File: src/iwd_params.svh
`ifndef IWD_PARAMS_SVH
`define IWD_PARAMS_SVH

// ----------------------------------------------------------------
// word layout
// ----------------------------------------------------------------
`define IWD_WORD_W 14
`define IWD_FILE_W 7
`define IWD_LIT_W 11
`define IWD_DEST_BIT 7
`define IWD_BIT_LSB 7
`define IWD_CLASS_LSB 12

// ----------------------------------------------------------------
// instruction cycle timing, in oscillator periods
// ----------------------------------------------------------------
`define IWD_PHASES_PER_CYCLE 4
`define IWD_FIRST_PHASE 2'h0
`define IWD_LAST_PHASE 2'h3

// ----------------------------------------------------------------
// special file locations and status flag positions
// ----------------------------------------------------------------
`define IWD_ADDR_PC_LOW 7'h02
`define IWD_ADDR_STATUS 7'h03
`define IWD_FLAG_C 0
`define IWD_FLAG_HALF 1
`define IWD_FLAG_Z 2
`define IWD_FLAGS_NONE 3'h0
`define IWD_FLAGS_C 3'h1
`define IWD_FLAGS_Z 3'h4
`define IWD_FLAGS_ALL 3'h7

`endif

File: src/iwd_pkg.sv
`include "iwd_params.svh"

package iwd_pkg;

  // ----------------------------------------------------------------
  // operation codes, one per defined instruction
  // ----------------------------------------------------------------
  typedef enum logic [5:0] {
    OP_NOP = 6'b000000, OP_ADDWF = 6'b000001, OP_ANDWF = 6'b000010, OP_CLRF = 6'b000011,
    OP_CLRW = 6'b000100, OP_COMF = 6'b000101, OP_DECF = 6'b000110, OP_DECFSZ = 6'b000111,
    OP_INCF = 6'b001000, OP_INCFSZ = 6'b001001, OP_IORWF = 6'b001010, OP_MOVF = 6'b001011,
    OP_MOVWF = 6'b001100, OP_RLF = 6'b001101, OP_RRF = 6'b001110, OP_SUBWF = 6'b001111,
    OP_SWAPF = 6'b010000, OP_XORWF = 6'b010001, OP_BCF = 6'b010010, OP_BSF = 6'b010011,
    OP_BTFSC = 6'b010100, OP_BTFSS = 6'b010101, OP_ADDLW = 6'b010110, OP_ANDLW = 6'b010111,
    OP_CALL = 6'b011000, OP_CLRWDT = 6'b011001, OP_GOTO = 6'b011010, OP_IORLW = 6'b011011,
    OP_MOVLW = 6'b011100, OP_RETFIE = 6'b011101, OP_RETLW = 6'b011110, OP_RETURN = 6'b011111,
    OP_SLEEP = 6'b100000, OP_SUBLW = 6'b100001, OP_XORLW = 6'b100010
  } iwd_op_t;

  typedef enum logic [1:0] {
    CLS_BYTE = 2'b00,
    CLS_BIT = 2'b01,
    CLS_LIT = 2'b10
  } iwd_class_t;

  typedef enum logic {
    CYC_EXEC = 1'b0,
    CYC_NOP = 1'b1
  } iwd_cyc_t;

  // ----------------------------------------------------------------
  // raw operand fields of one word
  // ----------------------------------------------------------------
  typedef struct packed {
    logic [`IWD_FILE_W-1:0] file_idx;
    logic dest_file;
    logic [2:0] bit_idx;
    logic [7:0] bit_mask;
    logic [`IWD_LIT_W-1:0] literal;
    logic lit_wide;
  } iwd_fields_t;

  // ----------------------------------------------------------------
  // full decode handed to the datapath
  // ----------------------------------------------------------------
  typedef struct packed {
    iwd_op_t op;
    iwd_class_t iclass;
    iwd_fields_t fld;
    logic wr_w;
    logic wr_file;
    logic [2:0] flag_mask;
    logic status_dest;
    logic pc_from_latch;
    logic bit_rmw;
    logic cond_skip;
    logic pc_change;
  } iwd_dec_t;

  typedef struct packed {
    logic [1:0] phase;
    iwd_cyc_t cyc;
    logic cycle_start;
    iwd_dec_t dec;
  } iwd_state_t;

endpackage

File: src/iwd_decoder.sv
`timescale 1ns/10ps

`include "iwd_params.svh"

module iwd_decoder
  import iwd_pkg::*;
(
  input wire logic core_clk,
  input wire logic rst_n,
  input wire logic [`IWD_WORD_W-1:0] instr_word,
  input wire logic cond_true,
  output iwd_dec_t dec_out,
  output logic [1:0] phase_out,
  output iwd_cyc_t cycle_kind,
  output logic cycle_start
);

  // ----------------------------------------------------------------
  // opcode recognition
  // ----------------------------------------------------------------
  // x positions are left as wildcards so any fill decodes the same
  function automatic iwd_op_t iwd_op_of(input logic [`IWD_WORD_W-1:0] w);
    iwd_op_t op;
    unique casez (w)
      14'b00_0111_????_????: op = OP_ADDWF;
      14'b00_0101_????_????: op = OP_ANDWF;
      14'b00_0001_1???_????: op = OP_CLRF;
      14'b00_0001_0???_????: op = OP_CLRW;
      14'b00_1001_????_????: op = OP_COMF;
      14'b00_0011_????_????: op = OP_DECF;
      14'b00_1011_????_????: op = OP_DECFSZ;
      14'b00_1010_????_????: op = OP_INCF;
      14'b00_1111_????_????: op = OP_INCFSZ;
      14'b00_0100_????_????: op = OP_IORWF;
      14'b00_1000_????_????: op = OP_MOVF;
      14'b00_0000_1???_????: op = OP_MOVWF;
      14'b00_1101_????_????: op = OP_RLF;
      14'b00_1100_????_????: op = OP_RRF;
      14'b00_0010_????_????: op = OP_SUBWF;
      14'b00_1110_????_????: op = OP_SWAPF;
      14'b00_0110_????_????: op = OP_XORWF;
      14'b00_0000_0110_0100: op = OP_CLRWDT;
      14'b00_0000_0110_0011: op = OP_SLEEP;
      14'b00_0000_0000_1001: op = OP_RETFIE;
      14'b00_0000_0000_1000: op = OP_RETURN;
      14'b01_00??_????_????: op = OP_BCF;
      14'b01_01??_????_????: op = OP_BSF;
      14'b01_10??_????_????: op = OP_BTFSC;
      14'b01_11??_????_????: op = OP_BTFSS;
      14'b10_0???_????_????: op = OP_CALL;
      14'b10_1???_????_????: op = OP_GOTO;
      14'b11_00??_????_????: op = OP_MOVLW;
      14'b11_01??_????_????: op = OP_RETLW;
      14'b11_110?_????_????: op = OP_SUBLW;
      14'b11_111?_????_????: op = OP_ADDLW;
      14'b11_1000_????_????: op = OP_IORLW;
      14'b11_1001_????_????: op = OP_ANDLW;
      14'b11_1010_????_????: op = OP_XORLW;
      // unlisted words, including the plain nop pattern, fall here
      default: op = OP_NOP;
    endcase
    return op;
  endfunction

  // ----------------------------------------------------------------
  // operand fields and per-operation effects
  // ----------------------------------------------------------------
  iwd_fields_t fields_now;
  iwd_dec_t dec_now;
  iwd_state_t st_reg;
  iwd_state_t st_next;

  iwd_field_split u_fields (
    .word(instr_word),
    .fields(fields_now)
  );

  // effects of the operation the word names, before registering
  always_comb begin
    dec_now = '0;
    dec_now.op = iwd_op_of(instr_word);
    dec_now.fld = fields_now;
    // control words sit in the byte group but carry no file operand
    unique case (dec_now.op)
      OP_NOP, OP_CLRWDT, OP_SLEEP, OP_RETFIE, OP_RETURN: dec_now.iclass = CLS_LIT;
      OP_BCF, OP_BSF, OP_BTFSC, OP_BTFSS: dec_now.iclass = CLS_BIT;
      OP_CALL, OP_GOTO, OP_MOVLW, OP_RETLW, OP_SUBLW, OP_ADDLW, OP_IORLW, OP_ANDLW, OP_XORLW:
        dec_now.iclass = CLS_LIT;
      default: dec_now.iclass = CLS_BYTE;
    endcase
    if (dec_now.iclass != CLS_BYTE) begin
      dec_now.fld.dest_file = 1'b0;
    end
    unique case (dec_now.op)
      OP_CLRF, OP_MOVWF: dec_now.wr_file = 1'b1;
      OP_CLRW: dec_now.wr_w = 1'b1;
      OP_BCF, OP_BSF: begin
        dec_now.wr_file = 1'b1;
        dec_now.bit_rmw = 1'b1;
      end
      OP_BTFSC, OP_BTFSS: dec_now.cond_skip = 1'b1;
      OP_CALL, OP_GOTO, OP_RETURN, OP_RETFIE: dec_now.pc_change = 1'b1;
      OP_RETLW: begin
        dec_now.wr_w = 1'b1;
        dec_now.pc_change = 1'b1;
      end
      OP_MOVLW, OP_SUBLW, OP_ADDLW, OP_IORLW, OP_ANDLW, OP_XORLW: dec_now.wr_w = 1'b1;
      OP_NOP, OP_CLRWDT, OP_SLEEP: dec_now.wr_w = 1'b0;
      default: begin
        dec_now.wr_file = fields_now.dest_file;
        dec_now.wr_w = !fields_now.dest_file;
        dec_now.cond_skip = (dec_now.op == OP_DECFSZ) || (dec_now.op == OP_INCFSZ);
      end
    endcase
    // flags the result overwrites in the status register
    unique case (dec_now.op)
      OP_ADDWF, OP_SUBWF, OP_ADDLW, OP_SUBLW: dec_now.flag_mask = `IWD_FLAGS_ALL;
      OP_RLF, OP_RRF: dec_now.flag_mask = `IWD_FLAGS_C;
      OP_ANDWF, OP_CLRF, OP_CLRW, OP_COMF, OP_DECF, OP_INCF, OP_IORWF, OP_MOVF, OP_XORWF,
        OP_ANDLW, OP_IORLW, OP_XORLW: dec_now.flag_mask = `IWD_FLAGS_Z;
      default: dec_now.flag_mask = `IWD_FLAGS_NONE;
    endcase
    dec_now.status_dest = dec_now.wr_file && (fields_now.file_idx == `IWD_ADDR_STATUS);
    // a pc low byte write is a jump: upper byte comes from the latch
    if (dec_now.wr_file && (fields_now.file_idx == `IWD_ADDR_PC_LOW)) begin
      dec_now.pc_from_latch = 1'b1;
      dec_now.pc_change = 1'b1;
    end
  end

  // ----------------------------------------------------------------
  // quarter phases and the two-cycle sequence
  // ----------------------------------------------------------------
  always_comb begin
    st_next = st_reg;
    st_next.phase = st_reg.phase + 2'h1;
    st_next.cycle_start = (st_reg.phase == `IWD_LAST_PHASE);
    // the word is taken in the first quarter; a flush cycle drops it
    if (st_reg.phase == `IWD_FIRST_PHASE) begin
      if (st_reg.cyc == CYC_NOP) begin
        st_next.dec = '0;
      end else begin
        st_next.dec = dec_now;
      end
    end
    // test outcome is only settled in the last quarter
    if (st_reg.phase == `IWD_LAST_PHASE) begin
      unique case (st_reg.cyc)
        CYC_EXEC: begin
          if (st_reg.dec.pc_change || (st_reg.dec.cond_skip && cond_true)) begin
            st_next.cyc = CYC_NOP;
          end else begin
            st_next.cyc = CYC_EXEC;
          end
        end
        CYC_NOP: st_next.cyc = CYC_EXEC;
      endcase
    end
  end

  // synchronous reset starts in the first quarter of a normal cycle
  always_ff @(posedge core_clk) begin
    if (!rst_n) begin
      st_reg <= '0;
    end else begin
      st_reg <= st_next;
    end
  end

  assign dec_out = st_reg.dec;
  assign phase_out = st_reg.phase;
  assign cycle_kind = st_reg.cyc;
  assign cycle_start = st_reg.cycle_start;

  logic taken;
  assign taken = (st_reg.phase == 2'h1) && (st_reg.cyc == CYC_EXEC);
endmodule // iwd_decoder

File: src/iwd_field_split.sv
`timescale 1ns/10ps

`include "iwd_params.svh"

module iwd_field_split
  import iwd_pkg::*;
(
  input wire logic [`IWD_WORD_W-1:0] word,
  output iwd_fields_t fields
);

  // ----------------------------------------------------------------
  // operand extraction
  // ----------------------------------------------------------------
  // positions are fixed per class, so all fields are cut in parallel
  always_comb begin
    fields.file_idx = word[`IWD_FILE_W-1:0];
    fields.dest_file = word[`IWD_DEST_BIT];
    fields.bit_idx = word[`IWD_BIT_LSB+2:`IWD_BIT_LSB];
    fields.bit_mask = 8'h01 << fields.bit_idx;
    // jumps carry a wide literal, everything else an 8-bit one
    fields.lit_wide = (word[13:12] == 2'b10);
    if (fields.lit_wide) begin
      fields.literal = word[`IWD_LIT_W-1:0];
    end else begin
      fields.literal = {3'h0, word[7:0]};
    end
  end

endmodule // iwd_field_split

File: config.mk
export PLATFORM = sky130hd
export DESIGN_NAME = iwd_decoder
export DESIGN_NICKNAME = d
export VERILOG_FILES = /design/src/iwd_pkg.sv /design/src/iwd_decoder.sv /design/src/iwd_field_split.sv
export VERILOG_INCLUDE_DIRS = /design/src /design/src/src
export SDC_FILE = /design/constraint.sdc
export NUM_CORES = 1
export LEC_CHECK = 0
export BUFFER_PORTS_ARGS = -buffer_cell sky130_fd_sc_hd__clkbuf_2
export CAP_MARGIN = 20
export CELL_PAD_IN_SITES_DETAIL_PLACEMENT = 1
export CELL_PAD_IN_SITES_GLOBAL_PLACEMENT = 1
export CORE_ASPECT_RATIO = 0.75
export CORE_MARGIN = 2
export CORE_UTILIZATION = 44
export DETAILED_ROUTE_END_ITERATION = 8
export PLACE_DENSITY = 0.95
export SYNTH_ARGS = -nofsm -noshare
export SYNTH_HDL_FRONTEND = slang
export SYNTH_HIERARCHICAL = 1
export SYNTH_SLANG_ARGS = --single-unit
File: constraint.sdc
create_clock -name core_clk -period 8.45 [get_ports core_clk]
set_clock_uncertainty 0.15 [all_clocks]
set_input_delay 1.2675 -clock core_clk [delete_from_list [all_inputs] [get_ports core_clk]]
set_output_delay 1.2675 -clock core_clk [all_outputs]
set_load 0.02 [all_outputs]
==> metrics.log, run 1 <==
[metrics] final-report max-slew violation count: 0
[metrics] input/output buffers: 69
[metrics] # setup viols final: 0
[metrics] cell with the largest stage delay on the worst path: nor4_4
[metrics] post-layout net count: 468
[metrics] die span in x: 104.0 um
[metrics] area growth from synthesis to final layout: 9.336%
[metrics] H-Tree Depth: 2
[metrics] starting density of the core: 45.18%
[metrics] Fin Setup TNS: 0 ns
[metrics] top achievable clock speed: 0.2295 GHz
[metrics] Synthesized Nets: 434
[metrics] via count: 3235
[metrics] number of buffers between clock root and the deepest sink: 2
[metrics] capture point of the worst path: dec_out[9]
[metrics] synth unique cells: 72
[metrics] Clock Sinks: 53
[metrics] kind of cell adding the most delay to the critical path: simple AND/OR/NAND/NOR gates
[metrics] cell type with the highest aggregate area in the netlist: dfxtp_1
[metrics] peak fanout along the critical path: 22
[metrics] HPWL after detailed placement: 6.864 mm
[metrics] max-capacitance violation count: 0
[metrics] fraction of layout instances using a drive strength above 1: 23.02%
[metrics] hold buffer count at cts: 0
[metrics] num rows: 27
[metrics] maximum number of pins on one net before global-route repair: 46
[metrics] switching share of total power: 37.32%
[metrics] post-synthesis register bit count: 53
[metrics] die outline height: 78.97 um
[metrics] ant diodes: 0
[metrics] share of the cycle needed by the critical path after routing: 51.56%
[metrics] cells taking the most area after synthesis: dfxtp_1 (32%), nor2_1 (6.7%), a21oi_1 (5.6%)
[metrics] fraction of power consumed by combinational cells: 30.0%
[metrics] number of optimization iterations in the first detailed-route pass: 4
[metrics] post-synthesis instance area: 3297 um2
[metrics] Tightest Hold Check Type: flip-flop to flip-flop
[metrics] cell internal power dissipation: 396.8 uW
[metrics] worst path required time: 8.55 ns
[metrics] total global routing track utilization: 24.51%
[metrics] proportion of synthesized chip area in sequential cells: 32.18%
[metrics] sum of routed wire length over all layers: 10.08 mm
[metrics] clock share of power: 26.2%
[metrics] worst slew slack as a fraction of its limit: 43.31%
[metrics] final critical delay including setup and external delays: 4.357 ns
[metrics] leakage power total: 0.001548 uW
[metrics] number of antenna violations at the first check in global routing: 0
[metrics] Final Total Pwr: 633.1 uW
[metrics] post-CTS setup repair buffer count: 0
[metrics] Setup Crit Path Kind: input pin to flip-flop
[metrics] number of warnings issued by yosys: 6
[metrics] Worst Reg-to-Reg Cells: 10
[metrics] cell chain of the critical path: clkbuf_2 -> nor4_4 -> and4_1 -> a211o_1 -> a21oi_1 -> nand3_1 -> inv_1 -> ha_1 -> nor3_1 -> nand4_1 -> nand4_1 -> o211ai_1 -> o311a_1 -> a211oi_2
[metrics] per-instance average area after synthesis: 8.081 um2
[metrics] net switching power figure: 236.2 uW
[metrics] worst slew pin tran: 0.8494 ns
[metrics] overflow left after global routing: 0
[metrics] total buffers and inverters traversed by the critical path: 2
[metrics] clock insertion delay at the later pin of the skew report: 0.33 ns
[metrics] io pins: 70
[metrics] Critical Path Stages: 14
[metrics] TritonCTS clock tree: built
[metrics] Crit Reg-Reg Startpoint: phase_out[0]
[metrics] crit path launch type: input pin
[metrics] sequential power share: 43.8%
[metrics] library cell used as clock root buffer: clkbuf_8
[metrics] vias per std cell: 5.947
[metrics] First DRT Iteration DRCs: 222
[metrics] Hold Fails Final Rpt: 0
[metrics] FF-to-FF End: dec_out[0]
[metrics] result of the run: finished clean
[metrics] dominant synthesized flop cell: dfxtp_1
[metrics] area inside the core boundary: 7297 um2
[metrics] power density relative to cell area: 175.6 nW/um2
[metrics] share of synthesized registers carrying an async set or reset: 0%
[metrics] Antenna Violating Nets Remaining: 0
[metrics] most repeated library cell on the critical path: nand4_1
[metrics] routed len/inst: 18.54 um
[metrics] Worst IR Drop VDD: 0.00008183 V
[metrics] register-to-register setup slack: 5.12 ns
[metrics] vias in the first global route: 3186
[metrics] area fraction of the dominant cell type after synthesis: 32.18%
[metrics] source of the critical timing path: instr_word[11]
[metrics] die area: 8209 um2
[metrics] weighted congestion reported at the end of routability-driven placement: 0.9194
[metrics] first-pass GRT wire length: 16.28 mm
[metrics] number of design rule violations left after detail routing: 0
[metrics] kind of end point of the critical path: flip-flop
[metrics] Post-Syn Instances: 408
[metrics] unrepaired setup endpoints after global routing: no
[metrics] clock input transition at the sequential cells of the worst setup and hold paths: 0.11 ns
[metrics] number of flops mapped to enable cells by yosys: 0
[metrics] count of instances resized after the clock tree is built: 0
[metrics] worst endpoint data arrival time: 4.45 ns
[metrics] cts bufs inserted: 5
[metrics] slowest cell delay on critical path: 0.47 ns
## kinds of logic after synthesis
group / Yosys count / synth area share [%]
AOI/OAI and AO/OA: 105 / 22.28
xor gates and xnor gates: 2 / 0.5314
and+or+nand+nor: 178 / 30.40
buffers and inverters: 57 / 9.981
muxes: 4 / 1.214
adders and majority gates: 9 / 3.416
DFF: 53 / 32.18
## how the worst min path moves through the flow
stage               slack, ns       start  cells past startpoint    endpoint
CTS                      0.30  dec_out[3]                      2  dec_out[3]
global route             0.35  dec_out[3]                      2  dec_out[3]
finish                   0.31  dec_out[3]                      2  dec_out[3]
global placement         0.29  dec_out[7]                      2  dec_out[7]
detailed placement       0.29  dec_out[3]                      2  dec_out[3]
floorplan                0.36  dec_out[3]                      2  dec_out[3]
## worst reg2reg max path, cell delays in order, from the launching register on
cell and delay, ns:
dfxtp_1 0.36, inv_1 0.07, ha_1 0.14, buf_4 0.32, inv_1 0.49, nor2_2 0.59
buf_4 0.42, nand4_1 0.24, nor4_1 0.23, a32oi_1 0.18, o21ai_1 0.10
## cell usage after synthesis (3+ instances only)
master	n
a22oi_1	14
nand3_1	5
nand2_1	21
and3b_2	4
mux2i_1	4
dfxtp_1	53
nor2_1	59
clkbuf_1	11
buf_6	4
and2_1	3
nor3_1	8
and3_1	7
a21oi_1	37
nor4b_1	5
o31ai_1	3
o21ai_0	9
buf_4	21
nor2b_1	29
buf_1	3
nand4_1	6
inv_1	11
o211ai_1	3
nor3b_1	6
ha_1	9
o21a_1	4
nand4b_1	3
buf_2	5
## final cells by class
type / instances / area [um2]
fillers: 938 / 3692
repair buffers: 71 / 360.3
flip-flops and latches: 53 / 1061
inverters: 13 / 48.80
multi-input cells: 298 / 1909
clock inverters: 2 / 16.27
well taps: 101 / 126.4
clock buffers: 6 / 82.58
## state kept, by name, summed over array words and instances, names as in the netlist
register / flops
cycle_start: 1
phase_out: 2
dec_out: 49
cycle_kind: 1
## layout by cell type (no fill, tap or decap), drive strengths merged, types with 7 or more instances in the layout
cell / netlist / routed
nor3b: 7 / 7
nor3: 10 / 10
a21oi: 37 / 37
o21ai: 12 / 12
nor2b: 29 / 29
a22oi: 14 / 14
inv: 13 / 14
nand2: 21 / 21
nor2: 59 / 59
and3: 8 / 8
clkbuf: 11 / 75
dfxtp: 53 / 53
ha: 9 / 9
## per-stage QoR
step                      hold WS, ns  area (um2)  worst slack [ns]  utilization [%]  cells
after floorplan                0.3648        3297             4.581                -    408
after global placement         0.2910        3506             3.984            48.05    536
after detailed placement       0.2896        3506             3.960            48.05    536
after CTS                      0.3049        3605             4.168            49.40    544
after global routing           0.3487        3605             3.913            49.40    544
final                          0.3059        3605             4.093            49.40    544
## power by group through the flow
stage,combinational [uW],sequential [uW],clock (uW)
2_1_floorplan,117,302,0
3_3_place_gp,180,281,0
3_5_place_dp,185,282,0
4_1_cts,188,277,167
5_1_grt,206,279,176
6_report,190,277,166
## per-layer routing
layer  share of wire (%)  GRT usage [%]  wire length, um  vias to the layer above
met5                   0              0                0                        -
met1                  45          32.78             4581                     1606
met3                 5.8          4.187              587                       16
met2                  48          41.05             4811                      101
li1                    -              -                -                     1512
met4                 1.0          7.027              104                        0
Note: power is estimated with default switching activity, not from simulation.
==> run 2, diff against run 1 <==
--- a/config.mk
+++ b/config.mk
@@ -6,15 +6,16 @@
 export SDC_FILE = /design/constraint.sdc
 export NUM_CORES = 1
 export LEC_CHECK = 0
+export ABC_AREA = 1
 export BUFFER_PORTS_ARGS = -buffer_cell sky130_fd_sc_hd__clkbuf_2
 export CAP_MARGIN = 20
 export CELL_PAD_IN_SITES_DETAIL_PLACEMENT = 1
 export CELL_PAD_IN_SITES_GLOBAL_PLACEMENT = 1
 export CORE_ASPECT_RATIO = 0.75
 export CORE_MARGIN = 2
-export CORE_UTILIZATION = 44
+export CORE_UTILIZATION = 38
 export DETAILED_ROUTE_END_ITERATION = 8
-export PLACE_DENSITY = 0.95
+export PLACE_DENSITY = 0.88
 export SYNTH_ARGS = -nofsm -noshare
 export SYNTH_HDL_FRONTEND = slang
 export SYNTH_HIERARCHICAL = 1
==> constraint.sdc (replaced) <==
create_clock -name core_clk -period 4.1 [get_ports core_clk]
set_clock_uncertainty 0.15 [all_clocks]
set_input_delay 0.615 -clock core_clk [delete_from_list [all_inputs] [get_ports core_clk]]
set_output_delay 0.615 -clock core_clk [all_outputs]
set_load 0.02 [all_outputs]
==> metrics.log, run 2 <==
[metrics] worst slew pin tran: 0.5739 ns (was 0.8494 ns)
[metrics] TritonCTS clock tree: built (unchanged)
[metrics] via count: 3686 (was 3235)
[metrics] number of buffers between clock root and the deepest sink: 2 (unchanged)
[metrics] list of most frequent post-synthesis cells: nand2_1 (166), nor2_1 (76), a21oi_1 (55) (was nor2_1 (59), dfxtp_1 (53), a21oi_1 (37))
[metrics] number of antenna violations at the first check in global routing: 0 (unchanged)
[metrics] fill cell instance count of the final layout: 1220 (was 938)
[metrics] post-CTS setup repair buffer count: 0 (unchanged)
[metrics] ant diodes: 0 (unchanged)
[metrics] routed len/inst: 15.89 um (was 18.54 um)
[metrics] cell with the largest stage delay on the worst path: nor2_4 (was nor4_4)
[metrics] cell internal power dissipation: 951.1 uW (was 396.8 uW)
[metrics] weighted congestion reported at the end of routability-driven placement: 1.014 (was 0.9194)
[metrics] area fraction of the dominant cell type after synthesis: 30.79% (was 32.18%)
[metrics] post-synthesis instance area: 3446 um2 (was 3297 um2)
[metrics] clock input transition at the sequential cells of the worst setup and hold paths: 0.07 ns (was 0.11 ns)
[metrics] net switching power figure: 499.3 uW (was 236.2 uW)
[metrics] instance count along the most critical hold path: 2 (unchanged)
[metrics] cts bufs inserted: 5 (unchanged)
[metrics] Setup Crit Path Kind: input pin to flip-flop (unchanged)
[metrics] cell chain of the critical path: clkbuf_2 -> nor2_4 -> nand2_1 -> nor2_2 -> nand3_1 -> nand2_1 -> nor3_1 -> nand3_1 -> inv_1 -> ha_1 -> nand4_1 -> nor2_1 -> nor2_1 -> nand3_1 -> nor2_1 -> nand2_1 -> nand2_2 -> nand3_2 -> a21oi_1 (was clkbuf_2 -> nor4_4 -> and4_1 -> a211o_1 -> a21oi_1 -> nand3_1 -> inv_1 -> ha_1 -> nor3_1 -> nand4_1 -> nand4_1 -> o211ai_1 -> o311a_1 -> a211oi_2)
[metrics] fraction of layout instances using a drive strength above 1: 19.09% (was 23.02%)
[metrics] die span in x: 114.0 um (was 104.0 um)
[metrics] global-route track usage on met3: 4.965% (was 4.187%)
[metrics] number of warnings issued by yosys: 6 (unchanged)
[metrics] proportion of synthesized chip area in sequential cells: 30.79% (was 32.18%)
[metrics] Crit Reg-Reg Startpoint: phase_out[0] (unchanged)
[metrics] area used by multi-input combinational logic: 1974 um2 (was 1909 um2)
[metrics] First DRT Iteration DRCs: 179 (was 222)
[metrics] worst path required time: 4.17 ns (was 8.55 ns)
[metrics] source of the critical timing path: instr_word[13] (was instr_word[11])
[metrics] Tightest Hold Check Type: flip-flop to flip-flop (unchanged)
[metrics] leakage power total: 0.001922 uW (was 0.001548 uW)
[metrics] final critical delay including setup and external delays: 3.435 ns
[metrics] num rows: 30 (was 27)
[metrics] FF-to-FF End: dec_out[3] (was dec_out[0])
[metrics] fraction of power consumed by combinational cells: 28.1% (was 30.0%)
[metrics] io pins: 70 (unchanged)
[metrics] smallest hold slack: 0.3174 ns (was 0.3059 ns)
[metrics] M2 GR Usage: 39.50% (was 41.05%)
[metrics] register-to-register setup slack: 1.63 ns (was 5.12 ns)
[metrics] min-delay src: dec_out[12] (was dec_out[3])
[metrics] library cell used as clock root buffer: clkbuf_16 (was clkbuf_8)
[metrics] # setup viols final: 0 (unchanged)
[metrics] most used standard cell by instance count after synthesis: nand2_1 (was nor2_1)
[metrics] die area: 9854 um2 (was 8209 um2)
[metrics] flip-flop and latch area: 1061 um2 (unchanged)
[metrics] end point of the worst hold path: dec_out[12] (was dec_out[3])
[metrics] final-report max-slew violation count: 0 (unchanged)
[metrics] synth unique cells: 31 (was 72)
[metrics] top achievable clock speed: 0.2911 GHz
[metrics] per-instance average area after synthesis: 6.265 um2 (was 8.081 um2)
[metrics] number of flops mapped to enable cells by yosys: 0 (unchanged)
[metrics] sequential power share: 39.5% (was 43.8%)
[metrics] input/output buffers: 69 (unchanged)
[metrics] area inside the core boundary: 8934 um2 (was 7297 um2)
[metrics] max-capacitance violation count: 0 (unchanged)
[metrics] starting density of the core: 38.57% (was 45.18%)
[metrics] vias per std cell: 5.236 (was 5.947)
[metrics] power density relative to cell area: 373.8 nW/um2 (was 175.6 nW/um2)
[metrics] dominant synthesized flop cell: dfxtp_1 (unchanged)
[metrics] area growth from synthesis to final layout: 12.60% (was 9.336%)
[metrics] post-synthesis register bit count: 53 (unchanged)
[metrics] Synthesized Nets: 576 (was 434)
[metrics] met1 track utilization from global routing: 31.31% (was 32.78%)
[metrics] maximum number of pins on one net before global-route repair: 52 (was 46)
[metrics] share of synthesized registers carrying an async set or reset: 0% (unchanged)
[metrics] worst slew slack as a fraction of its limit: 61.70% (was 43.31%)
[metrics] count of instances resized after the clock tree is built: 0 (unchanged)
[metrics] worst endpoint data arrival time: 3.50 ns (was 4.45 ns)
[metrics] crit path launch type: input pin (unchanged)
[metrics] number of placed instances, taps included: 697 (was 536)
[metrics] top library cells by usage in the layout, fill and taps aside: nand2_1 (166), nor2_1 (76), clkbuf_2 (69), a21oi_1 (55), dfxtp_1 (53) (was clkbuf_2 (69), nor2_1 (58), dfxtp_1 (53), a21oi_1 (37), nor2b_1 (29))
[metrics] peak fanout along the critical path: 15 (was 22)
[metrics] post-layout net count: 618 (was 468)
[metrics] Worst IR Drop VDD: 0.0002505 V (was 0.00008183 V)
[metrics] result of the run: finished clean (unchanged)
[metrics] Final Total Pwr: 1450 uW (was 633.1 uW)
[metrics] slowest cell delay on critical path: 0.37 ns (was 0.47 ns)
[metrics] Antenna Violating Nets Remaining: 0 (unchanged)
[metrics] unrepaired setup endpoints after global routing: no (unchanged)
[metrics] Clock Sinks: 53 (unchanged)
[metrics] cells taking the most area after synthesis: dfxtp_1 (31%), nand2_1 (18%), nor2_1 (8.3%) (was dfxtp_1 (32%), nor2_1 (6.7%), a21oi_1 (5.6%))
[metrics] switching share of total power: 34.43% (was 37.32%)
[metrics] number of optimization iterations in the first detailed-route pass: 4 (unchanged)
[metrics] Fin Setup TNS: 0 ns (unchanged)
[metrics] number of flip-flops under the largest register name: 49 (unchanged)
[metrics] vias in the first global route: 3817 (was 3186)
[metrics] overflow left after global routing: 0 (unchanged)
[metrics] first-pass GRT wire length: 18.46 mm (was 16.28 mm)
[metrics] Hold Fails Final Rpt: 0 (unchanged)
[metrics] H-Tree Depth: 2 (unchanged)
[metrics] clock share of power: 32.4% (was 26.2%)
[metrics] kind of end point of the critical path: flip-flop (unchanged)
[metrics] share of the cycle needed by the critical path after routing: 83.79%
[metrics] layer carrying the most global-route usage: met2 (unchanged)
[metrics] sum of routed wire length over all layers: 11.19 mm (was 10.08 mm)
[metrics] HPWL after detailed placement: 8.492 mm (was 6.864 mm)
[metrics] hold buffer count at cts: 0 (unchanged)
[metrics] clock insertion delay at the later pin of the skew report: 0.29 ns (was 0.33 ns)
[metrics] Worst Reg-to-Reg Cells: 8 (was 10)
[metrics] number of design rule violations left after detail routing: 0 (unchanged)
[metrics] most common library cell in the layout ignoring fill and taps: nand2_1 (was clkbuf_2)
[metrics] Post-Syn Instances: 550 (was 408)
[metrics] die outline height: 86.47 um (was 78.97 um)
[metrics] filler-free cell count of the finished design: 704 (was 544)
[metrics] cell type with the highest aggregate area in the netlist: dfxtp_1 (unchanged)
[metrics] total global routing track utilization: 23.24% (was 24.51%)
[run 2: worst max-delay path: cells and delay by family]
family / cells / cell delay [ns]
AO/OA/AOI/OAI: 1 / 0.16
AND/OR/NAND/NOR: 15 / 2.11
adder cells (fa/ha/maj): 1 / 0.31
buffers and inverters: 2 / 0.29
[run 2: through the flow]
step / worst slack (ns) / utilization, % / instance area [um2]
after global routing: 0.3908 / 43.43 / 3880
after floorplan: 1.229 / - / 3446
after CTS: 0.7100 / 43.43 / 3880
final: 0.6645 / 43.43 / 3880
after global placement: 0.4245 / 41.64 / 3720
after detailed placement: 0.3941 / 41.64 / 3720
[run 2: kinds of logic (layout without fill, tap and decap cells)]
family          count (synthesis)  in the layout  share of synthesized area (%)
fa+ha+maj                       9              9                          3.268
simple gates                  336            336                          43.50
flops                          53             53                          30.79
compound gates                 68             68                          10.53
buf+inv                        84            126                          11.91
[run 2: worst max-delay path by stage]
stage                            end  slack, ns  depth (start not counted)
after global placement    dec_out[3]       0.42                         19
after global routing      dec_out[3]       0.39                         21
final                     dec_out[3]       0.66                         19
after floorplan           dec_out[0]       1.23                         17
after CTS                 dec_out[3]       0.71                         19
after detailed placement  dec_out[3]       0.39                         19
[run 2: power by group through the flow]
stage | clock, uW | combinational, uW | sequential [uW]
finish | 470 | 408 | 573
global route | 507 | 452 | 577
CTS | 483 | 407 | 573
detailed placement | 0 | 404 | 585
global placement | 0 | 396 | 582
floorplan | 0 | 247 | 625
[run 2: cell type report]
| cell class | count | share of cell area, % |
|---|---|---|
| Timing Repair Buffer | 72 | 9.481 |
| Sequential cell | 53 | 27.35 |
| Tap cell | 112 | 3.612 |
| Clock buffer | 5 | 3.225 |
| Multi-Input combinational cell | 413 | 50.89 |
| Clock inverter | 2 | 0.9029 |
| Inverter | 47 | 4.547 |
[run 2: metal layers]
metal	vias up	part of all wire, %
met5	-	0
met4	0	0.58
met3	9	4.1
met2	87	48
met1	1761	48
li1	1829	-
